**src/shared/utch_params.svh**
```systemverilog
`ifndef UTCH_PARAMS_SVH
`define UTCH_PARAMS_SVH
// Register byte offsets
`define UTCH_OFS_TEST_CONTROL 12'h080
`define UTCH_OFS_INPUT_READSET 12'h084
`define UTCH_OFS_TEST_DATA 12'h08C
// Test control fields
`define UTCH_BIT_INTEG_TEST_EN 0
`define UTCH_BIT_FIFO_TEST 1
`define UTCH_BIT_IR_RX_TEST 2
// Input read/set fields
`define UTCH_BIT_RX_DMA_CLR 6
`define UTCH_BIT_TX_DMA_CLR 7
// Reset values
`define UTCH_RST_TEST_CONTROL 3'h0
`define UTCH_RST_INPUT_READSET 2'h0
`endif

```
**src/shared/utch_pkg.sv**
```systemverilog
package utch_pkg;
  // Register selected by a bus access
  typedef enum logic [1:0] {
    utch_sel_none,
    utch_sel_test_control,
    utch_sel_input_readset,
    utch_sel_test_data
  } utch_sel_type;
endpackage

```
**src/verilog/utch_harness.sv**
```systemverilog
`timescale 1ns/1ps
`include "utch_params.svh"
// Function
// - With the infrared receive-test bit set, receive stays on while IR sends.
// - With it clear (default) receive is blocked while IR transmits.
// - With FIFO test set, a test data write pushes into the receive FIFO.
// - With FIFO test set, a test data read pops from the transmit FIFO.
// - With FIFO test clear, no test path to either FIFO exists.
// - Integration test enable selects integration mode when set.
// - Input bit 7 stores the tx DMA clear value and reads the mux output.
// - Input bit 6 stores the rx DMA clear value and reads the mux output.
// - Input bits 5..0 read the live primary input pins.
// - Reserved upper bits of both registers read unpredictable (zero here).
// - The input register is read/write, setting and reading block inputs.
// - Mux picks pins in normal mode, stored bits in integration mode.
// - Test data carries 11 bits of data in bits 10..0, rest reserved.
module utch_harness
  import utch_pkg::*;
#(
  parameter int DATA_W = 11
) (
  input wire logic i_core_clk,
  input wire logic i_srst,
  // Register port
  input wire logic i_sel,
  input wire logic i_write,
  input wire logic i_enable,
  input wire logic [11:0] i_addr,
  input wire logic [31:0] i_wdata,
  output logic [31:0] o_rdata,
  // FIFO side of the functional UART
  input wire logic [DATA_W-1:0] i_tx_fifo_data,
  input wire logic i_tx_fifo_empty,
  output logic o_tx_fifo_pop,
  output logic o_rx_fifo_push,
  output logic [DATA_W-1:0] o_rx_fifo_data,
  // Infrared transmitter state and receive gate
  input wire logic i_ir_tx_active,
  output logic o_rx_path_enable,
  // Primary inputs
  input wire logic i_ring_indicator_n,
  input wire logic i_carrier_detect_n,
  input wire logic i_clear_to_send_n,
  input wire logic i_data_set_ready_n,
  input wire logic i_infrared_rx_in,
  input wire logic i_serial_rx_data,
  // Intra-chip DMA clear inputs
  input wire logic i_tx_dma_clear,
  input wire logic i_rx_dma_clear,
  output logic o_tx_dma_clear,
  output logic o_rx_dma_clear,
  output logic o_integration_test_enable
);

  // Everything the block remembers, registered as one record
  typedef struct packed {
    logic [2:0] test_control;
    logic [1:0] integration_input_readset;
    logic [31:0] rdata;
    logic tx_pop;
    logic rx_push;
    logic [DATA_W-1:0] rx_data;
    logic rx_path_enable;
    logic tx_dma_clear;
    logic rx_dma_clear;
  } utch_state_type;

  // Register hit for one decoded target; shared by every strobe
  function automatic logic reg_hit(
    input utch_sel_type decoded,
    input utch_sel_type target
  );
    return decoded == target;
  endfunction

  // Test multiplexer of one intra-chip input line
  function automatic logic dma_clear_mux(
    input logic test_mode,
    input logic stored,
    input logic pin
  );
    return test_mode ? stored : pin;
  endfunction

  // Registered state and address decode
  utch_state_type state;
  utch_state_type next_state;
  utch_sel_type sel;

  // Control fields and access qualifiers
  logic access;
  logic wr_access;
  logic rd_access;
  logic integ_mode;
  logic fifo_test;
  logic ir_rx_test;

  // Per-register strobes and the input read view
  logic wr_test_control;
  logic wr_input_readset;
  logic wr_test_data;
  logic rd_test_control;
  logic rd_input_readset;
  logic rd_test_data;
  logic [7:0] input_word;

  utch_addr_decode u_decode (
    .i_addr(i_addr),
    .o_sel(sel)
  );

  // Control fields as seen by the datapath
  assign integ_mode = state.test_control[`UTCH_BIT_INTEG_TEST_EN];
  assign fifo_test = state.test_control[`UTCH_BIT_FIFO_TEST];
  assign ir_rx_test = state.test_control[`UTCH_BIT_IR_RX_TEST];

  // One access per transfer: act on the enable phase only
  assign access = i_sel & i_enable;
  assign wr_access = access & i_write;
  assign rd_access = access & ~i_write;

  // Per-register strobes; unmapped offsets match none of them
  assign wr_test_control = wr_access &
    reg_hit(sel, utch_sel_test_control);
  assign wr_input_readset = wr_access &
    reg_hit(sel, utch_sel_input_readset);
  assign wr_test_data = wr_access & reg_hit(sel, utch_sel_test_data);
  assign rd_test_control = rd_access &
    reg_hit(sel, utch_sel_test_control);
  assign rd_input_readset = rd_access &
    reg_hit(sel, utch_sel_input_readset);
  assign rd_test_data = rd_access & reg_hit(sel, utch_sel_test_data);

  // Read view of the input register: registered mux outputs on top,
  // live pins below, so a read shows what the core really receives
  assign input_word = {
    state.tx_dma_clear,
    state.rx_dma_clear,
    i_ring_indicator_n,
    i_carrier_detect_n,
    i_clear_to_send_n,
    i_data_set_ready_n,
    i_infrared_rx_in,
    i_serial_rx_data
  };

  // Next-state logic
  always_comb begin
    next_state = state;
    // Strobes and read data last one cycle only
    next_state.tx_pop = 1'b0;
    next_state.rx_push = 1'b0;
    next_state.rdata = 32'h0000_0000; // Reserved bits read zero

    // Internal DMA clear lines
    next_state.tx_dma_clear = dma_clear_mux(integ_mode,
      state.integration_input_readset[1], i_tx_dma_clear);
    next_state.rx_dma_clear = dma_clear_mux(integ_mode,
      state.integration_input_readset[0], i_rx_dma_clear);

    // Receive gated while IR sends unless full duplex test is on
    next_state.rx_path_enable =
      ir_rx_test | ~i_ir_tx_active;

    // Register writes
    if (wr_test_control) begin
      next_state.test_control = i_wdata[2:0];
    end

    if (wr_input_readset) begin
      // Stored values only reach the core in test mode
      next_state.integration_input_readset =
        i_wdata[`UTCH_BIT_TX_DMA_CLR:`UTCH_BIT_RX_DMA_CLR];
    end

    // Test data writes are dropped unless FIFO test is on
    if (wr_test_data && fifo_test) begin
      next_state.rx_push = 1'b1;
      next_state.rx_data = i_wdata[DATA_W-1:0];
    end

    // Register reads; anything not decoded returns zero
    if (rd_test_control) begin
      next_state.rdata[2:0] = state.test_control;
    end

    if (rd_input_readset) begin
      next_state.rdata[7:0] = input_word;
    end

    // Pop only a real entry; an empty FIFO still shows its head
    if (rd_test_data && fifo_test) begin
      next_state.rdata[DATA_W-1:0] = i_tx_fifo_data;
      next_state.tx_pop = ~i_tx_fifo_empty;
    end

    // Synchronous reset overrides everything above
    if (i_srst) begin
      next_state = '0;
      next_state.test_control = `UTCH_RST_TEST_CONTROL;
      next_state.integration_input_readset = `UTCH_RST_INPUT_READSET;
      // Gate open at reset: IR idle, half duplex default
      next_state.rx_path_enable = 1'b1;
    end
  end

  // State register
  always_ff @(posedge i_core_clk) begin
    state <= next_state;
  end

  // Outputs straight from flops
  assign o_rdata = state.rdata;
  assign o_tx_fifo_pop = state.tx_pop;
  assign o_rx_fifo_push = state.rx_push;
  assign o_rx_fifo_data = state.rx_data;
  assign o_rx_path_enable = state.rx_path_enable;
  assign o_tx_dma_clear = state.tx_dma_clear;
  assign o_rx_dma_clear = state.rx_dma_clear;
  assign o_integration_test_enable = integ_mode;

endmodule // utch_harness

```
**src/verilog/utch_addr_decode.sv**
```systemverilog
`timescale 1ns/1ps
`include "utch_params.svh"
module utch_addr_decode
  import utch_pkg::*;
(
  input wire logic [11:0] i_addr,
  output utch_sel_type o_sel
);
  // Full offset compare, unmapped gives none
  always_comb begin
    unique case (i_addr)
      `UTCH_OFS_TEST_CONTROL: o_sel = utch_sel_test_control;
      `UTCH_OFS_INPUT_READSET: o_sel = utch_sel_input_readset;
      `UTCH_OFS_TEST_DATA: o_sel = utch_sel_test_data;
      default: o_sel = utch_sel_none;
    endcase
  end
endmodule // utch_addr_decode

```
**config.mk**
```make
export PLATFORM = sky130hd
export DESIGN_NAME = utch_harness
export DESIGN_NICKNAME = d
export VERILOG_FILES = /design/src/shared/utch_pkg.sv /design/src/verilog/utch_harness.sv /design/src/verilog/utch_addr_decode.sv
export VERILOG_INCLUDE_DIRS = /design/src /design/src/shared
export SDC_FILE = /design/constraint.sdc
export NUM_CORES = 1
export LEC_CHECK = 0
export BUFFER_PORTS_ARGS = -buffer_cell sky130_fd_sc_hd__buf_2
export CAP_MARGIN = 10
export CORE_MARGIN = 1.5
export CORE_UTILIZATION = 40
export CTS_CLUSTER_DIAMETER = 100
export DETAILED_ROUTE_END_ITERATION = 6
export GPL_ROUTABILITY_DRIVEN = 0
export PLACE_DENSITY = 0.8
export SLEW_MARGIN = 0
export SYNTH_ARGS = -nofsm -noshare
export SYNTH_HDL_FRONTEND = slang
export SYNTH_SLANG_ARGS = --single-unit
```
**constraint.sdc**
```tcl
create_clock -name i_core_clk -period 1.8 [get_ports i_core_clk]
set_input_delay 0.18 -clock i_core_clk [delete_from_list [all_inputs] [get_ports i_core_clk]]
set_output_delay 0.18 -clock i_core_clk [all_outputs]
set_load 0.005 [all_outputs]
```
-- After elaboration in Yosys (flattened, before gate mapping)
Cells that the tools add are included.
- eq/ne operators: 6
- mux-type cells: 7
- bitwise logic cells: 14
- reduce and logical (&&, ||, !) cells: 3
- operator list (operator ; number):
    == test 12 x 8 -> 1 bit (second input constant) ; 3
    2-to-1 mux 12 bit ; 1
    AND 1 bit ; 9
    2-to-1 mux 9 bit ; 1
    2-to-1 mux 8 bit ; 1
    one-hot mux 2 bit (3 select lines) ; 1
    == test 2 bit (second input constant) ; 2
    NOT 1 bit ; 4
    2-to-1 mux 3 bit ; 1
    == test 2 x 1 -> 1 bit (second input constant) ; 1
    logical AND 1 bit ; 2
    2-to-1 mux 1 bit ; 2
    OR reduction 2 bit ; 1
    OR 1 bit ; 1
- bits in registers: 53
- word-level logic and storage cells: 41

-- Logic depth before layout (Yosys ltp)
Gate-level depths: netlist (run 1).
- depth in word-level cells: 7
- depth in mapped cells: 6

-- Hierarchy
A second synthesis (run 1) with hierarchy kept.
- cell total of the unflattened synthesis: 195
- area total of the unflattened synthesis: 1650.3 µm²
- modules (own cells, without submodules) (module ; instances ; cells each ; area an instance (µm²) ; seq. area each (µm²)):
    utch_harness ; 1 ; 188 ; 1601.5 ; 640.6
    utch_addr_decode ; 1 ; 7 ; 48.8 ; 0.0

-- Worst setup path before layout (run 1)
OpenSTA, ideal clock, no wires.
- path kind: input to register
- from: in i_addr[5]
- to: reg state (netlist bit o_rx_fifo_data[1])
- setup time: 0.072 ns
- data arrival time: 1.217 ns
- data required time: 1.728 ns
- setup slack: 0.511 ns
- stages on the path: 6
- cell sequence: nor4b_2 and4_1 buf_6 and2_4 buf_8 mux2i_1
- cells in the longest elaborated chain, start to end: 5
- ends and longest elaborated chain (element ; RTL line ; text):
    from (decl) ; utch_harness.sv:28 ; input wire logic [11:0] i_addr,
    == test 12 x 8 -> 1 bit ; utch_addr_decode.sv:11 ; unique case (i_addr)
    one-hot mux 2 bit (3 select lines) * ; utch_addr_decode.sv:11 ;
    == test 2 bit * ; utch_harness.sv:73 ; return decoded == target;
    AND 1 bit * ; utch_harness.sv:127 ; assign wr_test_data = wr_access & reg_hit(sel, utch_sel_test_data);
    logical AND 1 bit * ; utch_harness.sv:177 ; if (wr_test_data && fifo_test) begin
    to (signal assigned) ; utch_harness.sv:209 ; state <= next_state;
    to (decl) ; utch_harness.sv:86 ; utch_state_type state;
Every way passes the cells marked *; elsewhere a longest branch is shown, timed or not.
A chain may end at the register's enable or synchronous reset.

-- Worst setup path in the final report (run 1)
- from: reg state (netlist bit fifo_test)
- to: reg state (netlist bit o_rx_fifo_data[6])
- cells in the longest elaborated chain, start to end: 1
- ends and longest elaborated chain (element ; RTL line):
    logical AND 1 bit ; utch_harness.sv:177
Every way passes these cells.

==> impl_metrics.yaml, run 1 <==
sta:
  timing.setup.tns_ns: 0
  worst_clock_skew_ns: 0.0006873
  period_share_pct: 75.76
  clock.fmax_mhz: 733.3
  timing.final.hold_violations: 0
  worst_slew_margin_rel_pct: 60.43
  setup_viol: 0
  whs_ns: 0.06423
  worst_pin_slew_ns: 0.5882
  rsz_0062_raised_after_global_routing: "false"
  report.final.slew_viol_count: 0
  layout_min_cycle_time_ns: 1.364
worst_setup_path:
  critical_path_peak_fanout: 12
  slowest_delay_ns: 0.43
  rr_endpoint: "o_rx_fifo_data[6]"
  timing.critical_path.buf_inv: 0
  critical_path_required_ns: 2.01
  critical_path.startpoint: "fifo_test"
  timing.critical_path.to_type: "register"
  critical_path.cell_chain: "and4_1 > and2_4 > mux2i_1"
  cpLargestDelayFamily: "simple AND/OR/NAND/NOR gates"
  cp-start-kind: "register"
  worst_ep_arrival_time_ns: 1.57
  worst_r2r_startpoint: "fifo_test"
  timing.reg2reg.setup_slack_ns: 0.44
  reg2reg_depth: 3
  crit_slowest_cell: "sky130_fd_sc_hd__and4_1"
  timing_worst_setup_path_type: "register to register"
layout:
  drive_gt1_share_pct: 40.64
  insertedDiodeCount: 0
  nets: 288
  layout.core_utilization_pct: 49.40
  area.growth.synth_to_final_pct: 16.19
pwr:
  p_int_mw: 1.079
  power_leakage_nw: 0.9096
  power.net_switching_mw: 0.2869
  power.share.switching_pct: 21.01
  total_power_draw_mw: 1.366
  comb_pwr_share_pct: 7.5
  power.density_nw_per_um2: 738.4
  clockPowerShare_pct: 40.3
  power.ir.vdd_worst_mv: 0.5033
  power_frac_seq_pct: 52.2
min_path:
  cells_on_worst_hold_path: 2
  worstHoldEndpoint: "o_tx_fifo_pop"
  holdCritStartpoint: "i_tx_fifo_empty"
  min_path_type: "input pin to register"
synthesis:
  synth_top_cell_area_share_pct: 40.25
  synthFlopType: "sky130_fd_sc_hd__dfxtp_1"
  synthDominantAreaCellType: "sky130_fd_sc_hd__dfxtp_1"
  yosysMostFrequentCell: "sky130_fd_sc_hd__buf_4"
  seq_area_frac_synth_pct: 40.25
  post_synth_num_cell_types: 28
  syn-instance-count: 162
  yosysWarningCount: 0
  async_flop_share_pct: 0
  synth_edf_count: 0
  synth.top_cells.by_count: "sky130_fd_sc_hd__buf_4 (43), sky130_fd_sc_hd__dfxtp_1 (32), sky130_fd_sc_hd__nand2b_1 (21)"
  syn_avg_cell_area_um2: 9.824
  synth_top_cells_by_area: "sky130_fd_sc_hd__dfxtp_1 (40%), sky130_fd_sc_hd__buf_4 (20%), sky130_fd_sc_hd__nand2b_1 (8.3%)"
  synth.ff_latch_count: 32
  post_synth_instance_area_um2: 1592
route:
  wl_per_cell_um: 11.55
  drc: 0
  viasPerCell: 4.322
  wl_mm: 3.085
  detail-route-antenna-nets: 0
  drt_pass1_iterations: 5
  routed-via-count: 1154
  drt_iter0_markers: 39
cts:
  cts-buffers-inserted: 5
  cts-resized-gates: 0
  cts_max_level: 2
  cts_root_buffer: "sky130_fd_sc_hd__clkbuf_8"
  cts_tree: "built"
  post_cts.repair.setup_buffers: 0
  clock_latency_ns: 0.27
  cts_sinks: 32
  max-clock-path-buffers: 2
  cts.clk_slew.worst_paths_ns: 0.06
  holdBufCountCts: 0
floorplan:
  core.rowCount: 22
  floorplan.initialDensity_pct: 42.51
  dieArea_um2: 4366
  die_height_um: 66.08
  die_width_um: 66.08
  num_io_pins: 119
  core_region_area_um2: 3744
placed_design:
  hpwl_mm: 2.340
  place.port_buffers: 76
grt:
  maximum_number_of_pins_on_one_net_before_global_route_repair: 33
  antenna_violations_before_repair: 0
  number_of_global_route_vias_before_repair: 1076
  gr-usage-all-layers_pct: 15.09
  global_route_wire_length_before_repair_mm: 4.830
  gr-total-overflow: 0
run_status:
  status: "finished clean"
job:
  cap_viol_max_count: 0
## worst max path at each step
stage,end,slack [ns],cells after the start
3_3_place_gp,o_rx_fifo_data[6],0.38,5
4_1_cts,o_rx_fifo_data[6],0.42,3
2_1_floorplan,o_rx_fifo_data[1],0.51,6
5_1_grt,o_rx_fifo_data[0],0.34,3
6_report,o_rx_fifo_data[6],0.44,3
3_5_place_dp,o_rx_fifo_data[2],0.36,5
## metrics by stage
stage	cell area [µm²]	worst slack (ns)	instances
floorplan	1667	0.5110	182
finish	1849	0.4363	267
CTS	1849	0.4207	267
global route	1849	0.3361	267
detailed placement	1759	0.3641	259
global placement	1759	0.3801	259
## flip-flops by register name, indices dropped and copies added (netlist names)
signal	count
ir_rx_test	1
o_rx_path_enable	1
o_rx_dma_clear	1
state	2
o_tx_dma_clear	1
fifo_test	1
o_integration_test_enable	1
o_tx_fifo_pop	1
o_rx_fifo_push	1
o_rdata	11
o_rx_fifo_data	11
## power groups by stage
stage,Sequential (mW),Combinational [mW],Clock (mW)
finish,0.713,0.102,0.550
CTS,0.713,0.102,0.578
global route,0.713,0.114,0.605
detailed placement,0.729,0.102,0
floorplan,0.729,0.0702,0
global placement,0.729,0.0975,0
## cell usage in the layout (no fill, tap or decap)
cell type                   n
sky130_fd_sc_hd__nor2_1     7
sky130_fd_sc_hd__buf_4      3
sky130_fd_sc_hd__o21ai_0    6
sky130_fd_sc_hd__and2_0     1
sky130_fd_sc_hd__and2b_1    1
sky130_fd_sc_hd__a222oi_1   3
sky130_fd_sc_hd__and2_4     1
sky130_fd_sc_hd__or3b_2     1
sky130_fd_sc_hd__clkbuf_8   6
sky130_fd_sc_hd__dfxtp_1   32
sky130_fd_sc_hd__nand2b_1  21
sky130_fd_sc_hd__buf_2     76
sky130_fd_sc_hd__conb_1    21
sky130_fd_sc_hd__and2_1     3
sky130_fd_sc_hd__nor2b_1    3
sky130_fd_sc_hd__a22o_1     5
sky130_fd_sc_hd__clkbuf_1   2
sky130_fd_sc_hd__nor4_1     1
sky130_fd_sc_hd__nand4b_1   6
sky130_fd_sc_hd__nand2_1    2
sky130_fd_sc_hd__nor4b_2    1
sky130_fd_sc_hd__nor4_2     1
sky130_fd_sc_hd__nor4b_1    1
sky130_fd_sc_hd__nand4_1    1
sky130_fd_sc_hd__and4_1     2
sky130_fd_sc_hd__mux2i_1   12
## layer usage
metal | global-route usage [%] | wire length (µm) | part of all wire, % | up-vias
met5 | 0 | 0 | 0 | -
met2 | 25.76 | 1471 | 48 | 57
met1 | 16.26 | 1285 | 42 | 498
li1 | - | - | - | 595
met4 | 6.888 | 36 | 1.2 | 0
met3 | 6.133 | 291 | 9.4 | 4
## cell type report
type	count	area (µm²)
sequential	32	640.6
fill	371	1894
tap	48	60.06
clock buffer	8	90.09
timing repair buffer	79	402.9
multi-input combinational	100	655.6
## cell families (layout without fill, tap and decap cells)
kind of cell | count (synthesis) | after routing | synth area share [%]
compound gates | 14 | 14 | 6.525
flops | 32 | 32 | 40.25
simple gates | 53 | 53 | 22.17
mux | 12 | 12 | 7.547
other cells | 1 | 21 | 0.2356
buf+inv | 50 | 87 | 23.27
Power figures use the tool's default switching activity.
==> inputs of run 2 (changes only) <==
ABC_AREA = 1   (was unset)
CORE_UTILIZATION = 37   (was 40)
PLACE_DENSITY = 0.76   (was 0.8)
clock period = 1.2 ns   (was 1.8 ns; I/O delays follow)
==> impl_metrics.yaml, run 2 <==
route:
  detail-route-antenna-nets: 0
  wl_per_cell_um: 9.337
  routed-via-count: 1487
  drc: 1
  viasPerCell: 4.041
  drt_pass1_iterations: 7
  wl_mm: 3.436
  drt_iter0_markers: 50
job:
  cap_viol_max_count: 0
cts:
  cts-buffers-inserted: 5
  max-clock-path-buffers: 2
  clock_latency_ns: 0.27
  cts_tree: "built"
  cts_sinks: 32
  cts_max_level: 2
  cts_root_buffer: "sky130_fd_sc_hd__clkbuf_8"
  cts.clk_slew.worst_paths_ns: 0.06
placed_design:
  dp_cells: 357
  hpwl_mm: 2.600
  place.port_buffers: 76
  total_placed_instance_area_um2: 1992
worst_setup_path:
  worst_ep_arrival_time_ns: 1.35
  path_common_cell: "sky130_fd_sc_hd__inv_2"
  critical_path.cell_chain: "inv_2 > a21oi_4 > nand4_4 > nor2_4 > inv_2 > nor2_1"
  timing_worst_setup_path_type: "register to register"
  timing.critical_path.to_type: "register"
  cp-start-kind: "register"
  critical_path_peak_fanout: 6
  critical_path_required_ns: 1.41
  crit_slowest_cell: "sky130_fd_sc_hd__dfxtp_2"
  slowest_delay_ns: 0.34
sta:
  clock.fmax_mhz: 878.5
  period_share_pct: 94.86
  rsz_0062_raised_after_global_routing: "true"
  worst_clock_skew_ns: 0.003657
  layout_min_cycle_time_ns: 1.138
  report.final.slew_viol_count: 0
  timing.final.hold_violations: 0
  setup_viol: 0
synthesis:
  post_synth_num_cell_types: 23
  yosysWarningCount: 0
  synth_top_cell_area_share_pct: 36.78
  synthXorXnorAreaFrac_pct: 0
  post_synth_instance_area_um2: 1742
  synthDominantAreaCellType: "sky130_fd_sc_hd__dfxtp_1"
  async_flop_share_pct: 0
  synth.area.mux_share_pct: 0
  synth.ff_latch_count: 32
  synthFlopType: "sky130_fd_sc_hd__dfxtp_1"
  synth_top_family_by_area: "simple AND/OR/NAND/NOR gates"
  synth_edf_count: 0
  synth.top_cells.by_count: "sky130_fd_sc_hd__nor2_1 (54), sky130_fd_sc_hd__nand2_1 (48), sky130_fd_sc_hd__buf_4 (43)"
  synth_top_cells_by_area: "sky130_fd_sc_hd__dfxtp_1 (37%), sky130_fd_sc_hd__buf_4 (19%), sky130_fd_sc_hd__nor2_1 (12%)"
  synth-adder-area-share_pct: 0
  syn_avg_cell_area_um2: 6.995
  synth-compound-area-share_pct: 2.083
  seq_area_frac_synth_pct: 36.78
  syn-instance-count: 249
  yosysMostFrequentCell: "sky130_fd_sc_hd__nor2_1"
  basic_gate_share_of_the_synthesized_area_counting_and_or_nand_and_nor_cells_pct: 33.41
grt:
  global_route_wire_length_before_repair_mm: 5.513
  gr-usage-all-layers_pct: 13.78
  gr-total-overflow: 0
  number_of_global_route_vias_before_repair: 1346
  antenna_violations_before_repair: 0
  maximum_number_of_pins_on_one_net_before_global_route_repair: 24
layout:
  finish.cell_count_without_fillers: 368
  layout.cells.most_common: "sky130_fd_sc_hd__buf_2"
  area.growth.synth_to_final_pct: 21.84
  filler_cell_count: 466
  nets: 385
  insertedDiodeCount: 0
  drive_gt1_share_pct: 33.54
  final_cell_mix: "sky130_fd_sc_hd__buf_2 (76), sky130_fd_sc_hd__nor2_1 (52), sky130_fd_sc_hd__nand2_1 (48)"
  final_area_um2: 2122
pwr:
  power.ir.vdd_worst_mv: 0.4703
  power.density_nw_per_um2: 983.9
  power_leakage_nw: 1.285
floorplan:
  core.rowCount: 24
  die_height_um: 71.61
  floorplan.initialDensity_pct: 39.19
  die_width_um: 71.61
  core_region_area_um2: 4444
  dieArea_um2: 5128
  num_io_pins: 119
min_path:
  min_path_type: "input pin to register"
run_status:
  violations: "design-rule violations"
  status: "complete, but fails checks"
-- run 2: cell types whose count changed in the layout (fill, tap and decap cells not counted), moves of 3 or more --
cell                       previous run  this run
sky130_fd_sc_hd__inv_1                0        32
sky130_fd_sc_hd__nand3_1              0         9
sky130_fd_sc_hd__mux2i_1             12         0
sky130_fd_sc_hd__buf_4                3         7
sky130_fd_sc_hd__nand2_1              2        48
sky130_fd_sc_hd__and2_1               3         0
sky130_fd_sc_hd__nor2_1               7        52
sky130_fd_sc_hd__a222oi_1             3         0
sky130_fd_sc_hd__nor2_2               0         3
sky130_fd_sc_hd__a22o_1               5         0
sky130_fd_sc_hd__nand2b_1            21         0
sky130_fd_sc_hd__nand4b_1             6         0
sky130_fd_sc_hd__nor2b_1              3         0
sky130_fd_sc_hd__nand4_1              1         6
-- run 2: area by class of cell --
class / count / area (µm²) / share of cell area, %
Sequential cell: 32 / 641.9 / 30.25
Clock buffer: 8 / 90.09 / 4.245
Inverter: 35 / 131.4 / 6.191
Multi-Input combinational cell: 155 / 710.7 / 33.49
Tap cell: 52 / 65.06 / 3.066
Timing Repair Buffer: 86 / 483.0 / 22.76
-- run 2: routing by layer --
layer,share of wire [%],global-route usage (%),vias up
met5,0,0,-
met4,0.90,5.031,0
met3,8.2,5.063,5
met2,47,23.97,55
met1,44,15.38,613
li1,-,-,814
-- run 2: final timing paths --
kind	startpoint	endpoint	slack, ns	cells past startpoint
setup / recovery	fifo_test	o_rdata[9]	0.06	6
hold / removal	i_ir_tx_active	o_rx_path_enable	0.03	2
hold reg to reg	o_tx_dma_clear	o_rdata[7]	0.47	2
setup reg to reg	fifo_test	o_rdata[9]	0.06	6
-- run 2: metrics by stage --
| step | utilization [%] | hold WS [ns] | power, mW | setup slack, ns | TNS, ns |
|---|---|---|---|---|---|
| floorplan | - | 0.1924 | 1.210 | 0.1041 | 0 |
| global placement | 44.82 | 0.2794 | 1.272 | -0.07129 | -0.4528 |
| detailed placement | 44.82 | 0.2791 | 1.275 | -0.1282 | -1.123 |
| CTS | 47.07 | 0.01820 | 2.120 | 0.009784 | 0 |
| global route | 47.75 | 0.03075 | 2.188 | -0.01908 | -0.04304 |
| finish | 47.75 | 0.02745 | 2.088 | 0.06168 | 0 |
-- run 2: what timing repair did --
item                                    4_1_cts  5_1_grt
endpoints found under the setup margin        0       19
endpoints found under the hold margin         1        0
setup buffers                                 0        2
hold buffers                                  1        0
gates resized for setup                       0        5
-- run 2: kinds of logic (layout without fill, tap and decap cells) --
group / Yosys count / after routing
other: 1 / 21
buffers and inverters: 82 / 129
AO/OA/AOI/OAI: 5 / 5
AND/OR/NAND/NOR: 129 / 129
flip-flops: 32 / 32
-- run 2: power by group --
part / switching, mW / internal, mW / total, mW / leakage (nW)
sequential: 0.00228 / 1.07 / 1.07 / 0.259
combinational: 0.101 / 0.0861 / 0.187 / 0.980
clock: 0.364 / 0.467 / 0.831 / 0.0455
-- run 2: critical path, delay by kind of cell (launching register included) --
family	cells	cell delay (ns)
AND/OR/NAND/NOR	3	0.43
AO/OA/AOI/OAI	1	0.18
buffers and inverters	2	0.13
flip-flops	1	0.34
